==> src/pwm_timer_pkg.sv <==
// Package: register map, field positions and reset values of the PWM timer
// Assumes: used by qualified name only, nothing imports it
package pwm_timer_pkg;
    localparam int ADDR_W = 4;
    localparam int DATA_W = 8;
    localparam int NUM_CH = 4;
    localparam int PRESC_W = 7;
    // ------------------------------------------------------------
    // Register offsets
    // ------------------------------------------------------------
    localparam logic [3:0] OFS_CTRL_STATUS = 4'h0;
    localparam logic [3:0] OFS_COUNTER = 4'h1;
    localparam logic [3:0] OFS_RELOAD = 4'h2;
    localparam logic [3:0] OFS_PWM_CTRL = 4'h3;
    localparam logic [3:0] OFS_DUTY0 = 4'h4;
    localparam logic [3:0] OFS_DUTY3 = 4'h7;
    // ------------------------------------------------------------
    // Control/status fields
    // ------------------------------------------------------------
    localparam int BIT_EXT_CLK = 7;
    localparam int BIT_TAP_HI = 6;
    localparam int BIT_TAP_LO = 4;
    localparam int BIT_RUN = 3;
    localparam int BIT_FORCE = 2;
    localparam int BIT_OIE = 1;
    localparam int BIT_OVF = 0;
    localparam int BIT_OE_LO = 4;
    localparam logic [7:0] REG_RESET = 8'h00;
    localparam logic [7:0] COUNT_TOP = 8'hff;
    localparam logic [6:0] PRESC_RESET = 7'h00;
endpackage

==> src/pwm_timer_if.sv <==
// Interface: counter tick and state shared between the timer core and the channels
// Assumes: all signals live in the sys_clk domain
`timescale 1ns/100ps
`default_nettype none
interface pwm_timer_if;
    logic [7:0] count;
    logic overflow;
    logic [3:0] out_enable;
    logic [3:0] polarity;
    logic [31:0] duty;
    logic [3:0] level;
    modport timer (output count, output overflow, output out_enable, output polarity, output duty, input level);
    modport chan (input count, input overflow, input out_enable, input polarity, input duty, output level);
endinterface
`default_nettype wire

==> src/clk_edge_sync.sv <==
// Two-stage synchroniser with rising-edge pulse for the external clock pin
// Assumes: ext input is asynchronous to sys_clk and slower than sys_clk / 2
`timescale 1ns/100ps
`default_nettype none
module clk_edge_sync (
    input wire logic sys_clk,
    input wire logic srst,
    input wire logic async_in,
    output logic rise_pulse
);
    logic meta_ff;
    logic sync_ff;
    logic prev_ff;

    always_ff @(posedge sys_clk) begin
        if (srst) begin
            meta_ff <= 1'b0;
            sync_ff <= 1'b0;
            prev_ff <= 1'b0;
        end else begin
            meta_ff <= async_in;
            sync_ff <= meta_ff;
            prev_ff <= sync_ff;
        end
    end

    // One pulse per external rising edge
    assign rise_pulse = sync_ff & ~prev_ff;
endmodule
`default_nettype wire

==> src/pwm_channels.sv <==
// Four PWM channels: compare shadows and output levels
// Assumes: overflow is a one-cycle pulse coinciding with the counter reload
`timescale 1ns/100ps
`default_nettype none
module pwm_channels #(
    parameter int NUM_CH = 4
) (
    input wire logic sys_clk,
    input wire logic srst,
    pwm_timer_if.chan tif
);
    logic [7:0] compare_ff [NUM_CH];
    logic [NUM_CH-1:0] raw;

    // ------------------------------------------------------------
    // Compare shadow, reloaded only at overflow to avoid glitches
    // ------------------------------------------------------------
    always_ff @(posedge sys_clk) begin
        for (int i = 0; i < NUM_CH; i++) begin
            if (srst) begin
                compare_ff[i] <= pwm_timer_pkg::REG_RESET;
            end else if (tif.overflow) begin
                compare_ff[i] <= tif.duty[8*i +: 8];
            end
        end
    end

    // ------------------------------------------------------------
    // Raw level: high while the count is at or below compare
    // ------------------------------------------------------------
    // Compared live: the drop lands on the first count above compare,
    // and a compare below reload never leaves a one-cycle spike
    always_comb begin
        for (int i = 0; i < NUM_CH; i++) begin
            raw[i] = tif.count <= compare_ff[i];
        end
    end

    // Polarity applied last so a change shows at once
    assign tif.level = raw ^ tif.polarity;
endmodule
`default_nettype wire

==> src/autoreload_timer_pwm.sv <==
// Top: 8-bit auto-reload timer with prescaler and four PWM outputs
// Assumes: single sys_clk domain; halt_req high while the chip is halted
// Behaviour
// - Each channel compares counter to a shadow reloaded from its duty register at overflow.
// - Per-channel enable bit drives the pin push-pull with PWM; clear leaves it undriven.
// - All channels share frequency counter clock over 256 minus reload value.
// - On overflow every enabled output whose compare is at or above reload goes to its polarity-selected level.
// - On the first count above compare the output returns to its opposite level.
// - Polarity clear: high at or below compare, low above; set inverts.
// - Changing a polarity bit inverts the output immediately.
// - External clock select picks CPU clock at 0, external clock at 1.
// - Three-bit tap field divides input clock by two to the field value.
// - Run enable clear freezes prescaler and counter; set lets them count.
// - Force reload reads zero; writing one loads reload value and clears prescaler.
// - Interrupt request is high only while overflow flag and its enable are set.
// - Overflow flag set at FFh wrap; cleared by reading control/status.
// - Counter register reads live count and loads the counter when written.
// - Overflow reloads the counter and switches PWM levels in the same cycle.
// - PWM generation stops while the chip is halted with the CPU clock selected; the external clock keeps counting.
// - Duty register sets second edge; first edge is the common overflow point.
// - All timer and PWM registers reset to 00h.
// - Counter increments once per prescaled clock rising edge.
// - Writing the counter register also clears the prescaler.
// - After reset counter and prescaler are clear, input is CPU clock.
`timescale 1ns/100ps
`default_nettype none
module autoreload_timer_pwm #(
    parameter int NUM_CH = 4
) (
    input wire logic sys_clk,
    input wire logic srst,
    input wire logic [3:0] reg_addr,
    input wire logic [7:0] reg_wdata,
    input wire logic reg_wr,
    input wire logic reg_rd,
    output logic [7:0] reg_rdata,
    input wire logic ext_clk_in,
    input wire logic halt_req,
    output logic [3:0] pwm_output_pin_o,
    output logic [3:0] pwm_output_pin_oe,
    output logic overflow_irq
);
    pwm_timer_if tif ();

    logic ext_rise;
    logic halt_meta_ff;
    logic halt_ff;
    logic external_clock_select_ff;
    logic [2:0] prescaler_tap_select_ff;
    logic timer_run_enable_ff;
    logic overflow_irq_enable_ff;
    logic overflow_flag_ff;
    logic [7:0] counter_ff;
    logic [7:0] nxt_counter;
    logic [7:0] reload_ff;
    logic [3:0] out_enable_ff;
    logic [3:0] polarity_ff;
    logic [7:0] duty_ff [NUM_CH];
    logic [6:0] presc_ff;
    logic [6:0] nxt_presc;
    logic input_tick;
    logic count_tick;
    logic overflow;
    logic wr_ctrl;
    logic wr_count;
    logic force_reload;
    logic rd_ctrl;
    logic [7:0] nxt_rdata;

    function automatic logic addr_is(input logic [3:0] a, input logic [3:0] ofs);
        return a == ofs;
    endfunction

    // ------------------------------------------------------------
    // Input clock selection and halt synchroniser
    // ------------------------------------------------------------
    clk_edge_sync u_ext_sync (
        .sys_clk(sys_clk),
        .srst(srst),
        .async_in(ext_clk_in),
        .rise_pulse(ext_rise)
    );

    always_ff @(posedge sys_clk) begin
        if (srst) begin
            halt_meta_ff <= 1'b0;
            halt_ff <= 1'b0;
        end else begin
            halt_meta_ff <= halt_req;
            halt_ff <= halt_meta_ff;
        end
    end

    // CPU clock ticks every cycle; halt stops the CPU-clocked path only
    assign input_tick = external_clock_select_ff ? ext_rise : ~halt_ff;

    // ------------------------------------------------------------
    // Register strobes
    // ------------------------------------------------------------
    assign wr_ctrl = reg_wr && addr_is(reg_addr, pwm_timer_pkg::OFS_CTRL_STATUS);
    assign wr_count = reg_wr && addr_is(reg_addr, pwm_timer_pkg::OFS_COUNTER);
    assign force_reload = wr_ctrl && reg_wdata[pwm_timer_pkg::BIT_FORCE];
    assign rd_ctrl = reg_rd && addr_is(reg_addr, pwm_timer_pkg::OFS_CTRL_STATUS);

    // ------------------------------------------------------------
    // Prescaler: a tap fires when all lower bits are one
    // ------------------------------------------------------------
    always_comb begin
        logic [6:0] mask;
        mask = 7'((8'h01 << prescaler_tap_select_ff) - 8'h01);
        count_tick = timer_run_enable_ff && input_tick && ((presc_ff & mask) == mask);
        nxt_presc = presc_ff;
        if (force_reload || wr_count) begin
            nxt_presc = pwm_timer_pkg::PRESC_RESET;
        end else if (timer_run_enable_ff && input_tick) begin
            nxt_presc = presc_ff + 7'h01;
        end
    end

    always_ff @(posedge sys_clk) begin
        if (srst) begin
            presc_ff <= pwm_timer_pkg::PRESC_RESET;
        end else begin
            presc_ff <= nxt_presc;
        end
    end

    // ------------------------------------------------------------
    // Counter with auto-reload
    // ------------------------------------------------------------
    assign overflow = count_tick && (counter_ff == pwm_timer_pkg::COUNT_TOP) && !wr_count && !force_reload;

    always_comb begin
        nxt_counter = counter_ff;
        if (wr_count) begin
            nxt_counter = reg_wdata;
        end else if (force_reload) begin
            nxt_counter = reload_ff;
        end else if (overflow) begin
            nxt_counter = reload_ff;
        end else if (count_tick) begin
            nxt_counter = counter_ff + 8'h01;
        end
    end

    always_ff @(posedge sys_clk) begin
        if (srst) begin
            counter_ff <= pwm_timer_pkg::REG_RESET;
        end else begin
            counter_ff <= nxt_counter;
        end
    end

    // ------------------------------------------------------------
    // Control/status register
    // ------------------------------------------------------------
    always_ff @(posedge sys_clk) begin
        if (srst) begin
            external_clock_select_ff <= 1'b0;
            prescaler_tap_select_ff <= 3'h0;
            timer_run_enable_ff <= 1'b0;
            overflow_irq_enable_ff <= 1'b0;
        end else if (wr_ctrl) begin
            external_clock_select_ff <= reg_wdata[pwm_timer_pkg::BIT_EXT_CLK];
            prescaler_tap_select_ff <= reg_wdata[pwm_timer_pkg::BIT_TAP_HI:pwm_timer_pkg::BIT_TAP_LO];
            timer_run_enable_ff <= reg_wdata[pwm_timer_pkg::BIT_RUN];
            overflow_irq_enable_ff <= reg_wdata[pwm_timer_pkg::BIT_OIE];
        end
    end

    // Set wins over the read-clear so a coincident overflow is kept
    always_ff @(posedge sys_clk) begin
        if (srst) begin
            overflow_flag_ff <= 1'b0;
        end else if (overflow) begin
            overflow_flag_ff <= 1'b1;
        end else if (rd_ctrl) begin
            overflow_flag_ff <= 1'b0;
        end
    end

    assign overflow_irq = overflow_flag_ff && overflow_irq_enable_ff;

    // ------------------------------------------------------------
    // Reload, PWM control and duty registers
    // ------------------------------------------------------------
    always_ff @(posedge sys_clk) begin
        if (srst) begin
            reload_ff <= pwm_timer_pkg::REG_RESET;
            out_enable_ff <= 4'h0;
            polarity_ff <= 4'h0;
        end else if (reg_wr) begin
            if (addr_is(reg_addr, pwm_timer_pkg::OFS_RELOAD)) begin
                reload_ff <= reg_wdata;
            end else if (addr_is(reg_addr, pwm_timer_pkg::OFS_PWM_CTRL)) begin
                out_enable_ff <= reg_wdata[7:pwm_timer_pkg::BIT_OE_LO];
                polarity_ff <= reg_wdata[3:0];
            end
        end
    end

    always_ff @(posedge sys_clk) begin
        for (int i = 0; i < NUM_CH; i++) begin
            if (srst) begin
                duty_ff[i] <= pwm_timer_pkg::REG_RESET;
            end else if (reg_wr && reg_addr == pwm_timer_pkg::OFS_DUTY0 + 4'(i)) begin
                duty_ff[i] <= reg_wdata;
            end
        end
    end

    // ------------------------------------------------------------
    // Read port, data valid the cycle after the strobe
    // ------------------------------------------------------------
    always_comb begin
        nxt_rdata = 8'h00;
        if (addr_is(reg_addr, pwm_timer_pkg::OFS_CTRL_STATUS)) begin
            // Force-reload bit always reads zero
            nxt_rdata = {external_clock_select_ff, prescaler_tap_select_ff, timer_run_enable_ff,
                         1'b0, overflow_irq_enable_ff, overflow_flag_ff};
        end else if (addr_is(reg_addr, pwm_timer_pkg::OFS_COUNTER)) begin
            nxt_rdata = counter_ff;
        end else if (addr_is(reg_addr, pwm_timer_pkg::OFS_RELOAD)) begin
            nxt_rdata = reload_ff;
        end else if (addr_is(reg_addr, pwm_timer_pkg::OFS_PWM_CTRL)) begin
            nxt_rdata = {out_enable_ff, polarity_ff};
        end else if (reg_addr >= pwm_timer_pkg::OFS_DUTY0 && reg_addr <= pwm_timer_pkg::OFS_DUTY3) begin
            nxt_rdata = duty_ff[2'(reg_addr - pwm_timer_pkg::OFS_DUTY0)];
        end
    end

    always_ff @(posedge sys_clk) begin
        if (srst) begin
            reg_rdata <= 8'h00;
        end else if (reg_rd) begin
            reg_rdata <= nxt_rdata;
        end else begin
            reg_rdata <= 8'h00;
        end
    end

    // ------------------------------------------------------------
    // Channels and pins
    // ------------------------------------------------------------
    assign tif.count = counter_ff;
    assign tif.overflow = overflow;
    assign tif.out_enable = out_enable_ff;
    assign tif.polarity = polarity_ff;
    assign tif.duty = {duty_ff[3], duty_ff[2], duty_ff[1], duty_ff[0]};

    pwm_channels #(
        .NUM_CH(NUM_CH)
    ) u_channels (
        .sys_clk(sys_clk),
        .srst(srst),
        .tif(tif.chan)
    );

    // Disabled channel leaves the pin to its port logic
    assign pwm_output_pin_o = tif.level & out_enable_ff;
    assign pwm_output_pin_oe = out_enable_ff;
endmodule
`default_nettype wire

==> config.mk <==
export PLATFORM = sky130hd
export DESIGN_NAME = autoreload_timer_pwm
export DESIGN_NICKNAME = d
export VERILOG_FILES = /design/src/pwm_timer_pkg.sv /design/src/pwm_timer_if.sv /design/src/clk_edge_sync.sv /design/src/pwm_channels.sv /design/src/autoreload_timer_pwm.sv
export SDC_FILE = /design/constraint.sdc
export NUM_CORES = 1
export LEC_CHECK = 0
export BUFFER_PORTS_ARGS = -buffer_cell sky130_fd_sc_hd__buf_2
export CAP_MARGIN = 20
export CORE_ASPECT_RATIO = 0.5
export CORE_MARGIN = 1
export CORE_UTILIZATION = 45
export CTS_CLUSTER_SIZE = 12
export DETAILED_ROUTE_END_ITERATION = 12
export PLACE_DENSITY_LB_ADDON = 0.1
export SLEW_MARGIN = 20
export SYNTH_ARGS = -nofsm -noshare
export SYNTH_HDL_FRONTEND = slang
export SYNTH_SLANG_ARGS = --single-unit
==> constraint.sdc <==
create_clock -name sys_clk -period 5.34 [get_ports sys_clk]
set_input_delay 0 -clock sys_clk [delete_from_list [all_inputs] [get_ports sys_clk]]
set_output_delay 0 -clock sys_clk [all_outputs]
set_load 0.02 [all_outputs]
==> run metrics <==
Routability Congestion 0.8183; wire length per cell 19.50 um; Critical Path AT 2660 ps; WP buf/inv 2; Tmin final 2655 ps; Max clock buf depth 2; Post-DP Area 6191 um^2; Final HPWL DP 10300 um; CTS Root Cell clkbuf_16; CP peak stage delay 580 ps; DRT Wirelength 14940 um; Final ANT Viol Nets 0; CTS-repair resized insts 0; PwrDens roughly 330 nW/um^2; vias in the first global route 4046; Vias/cell ~5.5; Clock Sinks 115; most frequent cells in the layout edfxtp_1 (64), and2_1 (56), dfxtp_1 (51), nor2_1 (44), mux2i_1 (37); total power 2.291 mW; die span in y 82.95 um; Seq/Total Area, Yosys 49.90%; initial antenna violation count 0; Final Skew approximately 8.1 ps; total gr overflow 0; number of cells after detailed placement 724; status finished clean; cts bufs inserted 17; synthesized flop and latch total 115; max_cap viols 0; share of cells above drive strength 1 16.11%; pin count of the biggest net entering global routing 47; Async SR Flop Fraction 0%; Yosys top cell area share 32.59%; RSZ-0062 raised after global routing no; all-layer global routing usage 23.24%; hold slack final 23.82 ps; EDFF count, synth 64; first-pass GRT wire length 22910 um; Multi-input gate area 2723 um^2; Setup TNS Final 0 ps; area leader, netlist edfxtp_1; kind of critical path register to output port; final slew viol count 0; met2 Use GR about a third; synth unique cells 50; routing usage on met3 4.745%; Die Span X ~160 um; part of the power in registers 42.8%; Mapped Area 5897 um^2; htree depth 4; Initial Utilization 46.30%; syn_nets 587; CP Max Fanout 7; drt initial violations between 300 and 400; commonest non-fill, non-tap cell in the layout edfxtp_1; crit path cell chain inv_1, ha_1, nor2b_1, o21ai_0, nand2b_1, a21oi_1, o31ai_1, mux2i_1, buf_2; final setup fails 0; switching power total 0.5184 mW; # nets final 635; Layout area overhead 17.23%; Hold Vio Cnt, Final 0; CORE AREA between 10000 and 15000 um^2; Clk Latency, worst-skew pair between 400 and 500 ps; fill count 1102; clock-pin slew of the registers on the worst-case setup and hold paths ~50 ps; via count 4177; Worst Path Required 5340 ps; internal power of the cells ~1.8 mW; worst slew margin relative to its limit 24.82%; Finished Cell Area 6913 um^2; Pre-antenna DRT Iters 5; Comb pwr share 6.4%; gr busiest metal met2; synthesized instance count 535; DRC Markers 0; Rows 29; Fmax achieved approximately 380 MHz; Primary FF master, synth edfxtp_1; nature of the critical path endpoint output port; Leak Pwr ~2.9 nW; ant diodes 0; # IOs 35; Worst path top cell family by delay compound AO/OA/AOI/OAI gates; Switching Share between 20 and 25%; Hold Path Class input port to register; die area 13590 um^2; CTS tree done; port buffer count 34; worst slew pin tran 1125 ps; Non-Filler Instances 766; Area contributors post-synth edfxtp_1 (33%), dfxtp_1 (17%), ha_1 (7.2%); Storage cell area 2943 um^2; YS warnings 0; CP startpoint kind register; syn avg cell area 11.02 um^2; Max IR drop VDD 0.2272 mV; Tcrit/Tclk final 49.72%; slowest CP cell o31ai_1; met1 GRT Util 34.16%; clock share of power 50.8%
cell families after synthesis:
group	count (synthesis)	synth area share [%]
adders and majority gates	34	7.214
and+or+nand+nor	189	17.93
muxes	49	10.10
buffers and inverters	51	4.031
AOI/OAI and AO/OA	86	9.187
xor gates and xnor gates	11	1.634
DFF	115	49.90
layer usage:
metal	share of wire (%)	vias to the layer above
met1	50	2009
met2	43	130
met5	0	-
met3	5.7	21
li1	-	2017
met4	0.96	0
final timing paths:
path                            depth (start not counted)                       start                                         to  slack [ps]
worst max-delay path                                    9  counter_ff[0]$_SDFFE_PP0P_                        pwm_output_pin_o[1]        2680
worst min-delay path                                    3                reg_wdata[5]                  reload_ff[5]$_SDFFE_PP0P_          20
worst max register to register                          6  counter_ff[3]$_SDFFE_PP0P_  u_channels.compare_ff[1][0]$_SDFFCE_PN0P_        2970
worst min register to register                          1     halt_meta_ff$_SDFF_PP0_                         halt_ff$_SDFF_PP0_         440
sequential cells by signal (all words and copies together), names as in the netlist:
| signal | flops |
|---|---|
| counter_ff | 8 |
| duty_ff | 32 |
| external_clock_select_ff | 1 |
| halt_ff | 1 |
| halt_meta_ff | 1 |
| overflow_flag_ff | 1 |
| overflow_irq_enable_ff | 1 |
| polarity_ff | 4 |
| presc_ff | 7 |
| prescaler_tap_select_ff | 3 |
| pwm_output_pin_oe | 4 |
| reg_rdata | 8 |
| reload_ff | 8 |
| timer_run_enable_ff | 1 |
| u_channels.compare_ff | 32 |
| u_ext_sync.meta_ff | 1 |
| u_ext_sync.prev_ff | 1 |
| u_ext_sync.sync_ff | 1 |
synthesized netlist by cell type, types with 4 or more instances:
master and count:
edfxtp_1 64, and2_1 56, dfxtp_1 51, nor2_1 44, mux2i_1 37, ha_1 34
inv_1 34, o21ai_0 23, a21oi_1 19, nor2b_1 15, nand2_1 14, nand4_1 12
nand2b_1 10, a22oi_1 8, mux4_2 8, and2_2 7, clkbuf_1 7, nor3_1 7
o22ai_1 7, xnor2_1 7, nand3_1 6, buf_2 5, a21o_1 4, buf_6 4
mux2_2 4, nor4_1 4, or3_1 4, xor2_1 4
worst reg2reg max path, stage by stage (launching register included):
cell	delay (ps)
dfxtp_1	610
and4_1	330
nand4_1	180
nor2_1	270
nand2_1	130
nand2b_1	90
buf_4	390
what timing repair did:
| item | 4_1_cts | 5_1_grt |
|---|---|---|
| hold buffers | 10 | 0 |
| endpoints found under the setup margin | 0 | 0 |
| hold endpoints to repair | 23 | 0 |
| buffers inserted | 0 | 0 |
cell type report:
class                   count  area share (%)
clock inverters             9           1.249
repair buffers             46           4.127
multi-input cells         369           39.38
inverters                  34           1.846
flip-flops and latches    115           42.57
well taps                 170           3.077
clock buffers              23           7.747
power groups by stage:
stage          clock network, mW  registers (mW)  logic [mW]
3_3_place_gp                   0           0.998       0.139
4_1_cts                     1.18           0.980       0.146
2_1_floorplan                  0           0.994      0.0869
6_report                    1.16           0.980       0.147
5_1_grt                     1.22           0.984       0.159
3_5_place_dp                   0           0.999       0.139
per-stage QoR:
stage	utilization (%)	worst slack, ps
6_report	54.28	2685
5_1_grt	54.28	2427
4_1_cts	54.28	2668
3_5_place_dp	48.61	3008
3_3_place_gp	48.61	3040
2_1_floorplan	-	2952
No activity file was read; power rests on OpenSTA's default activity.
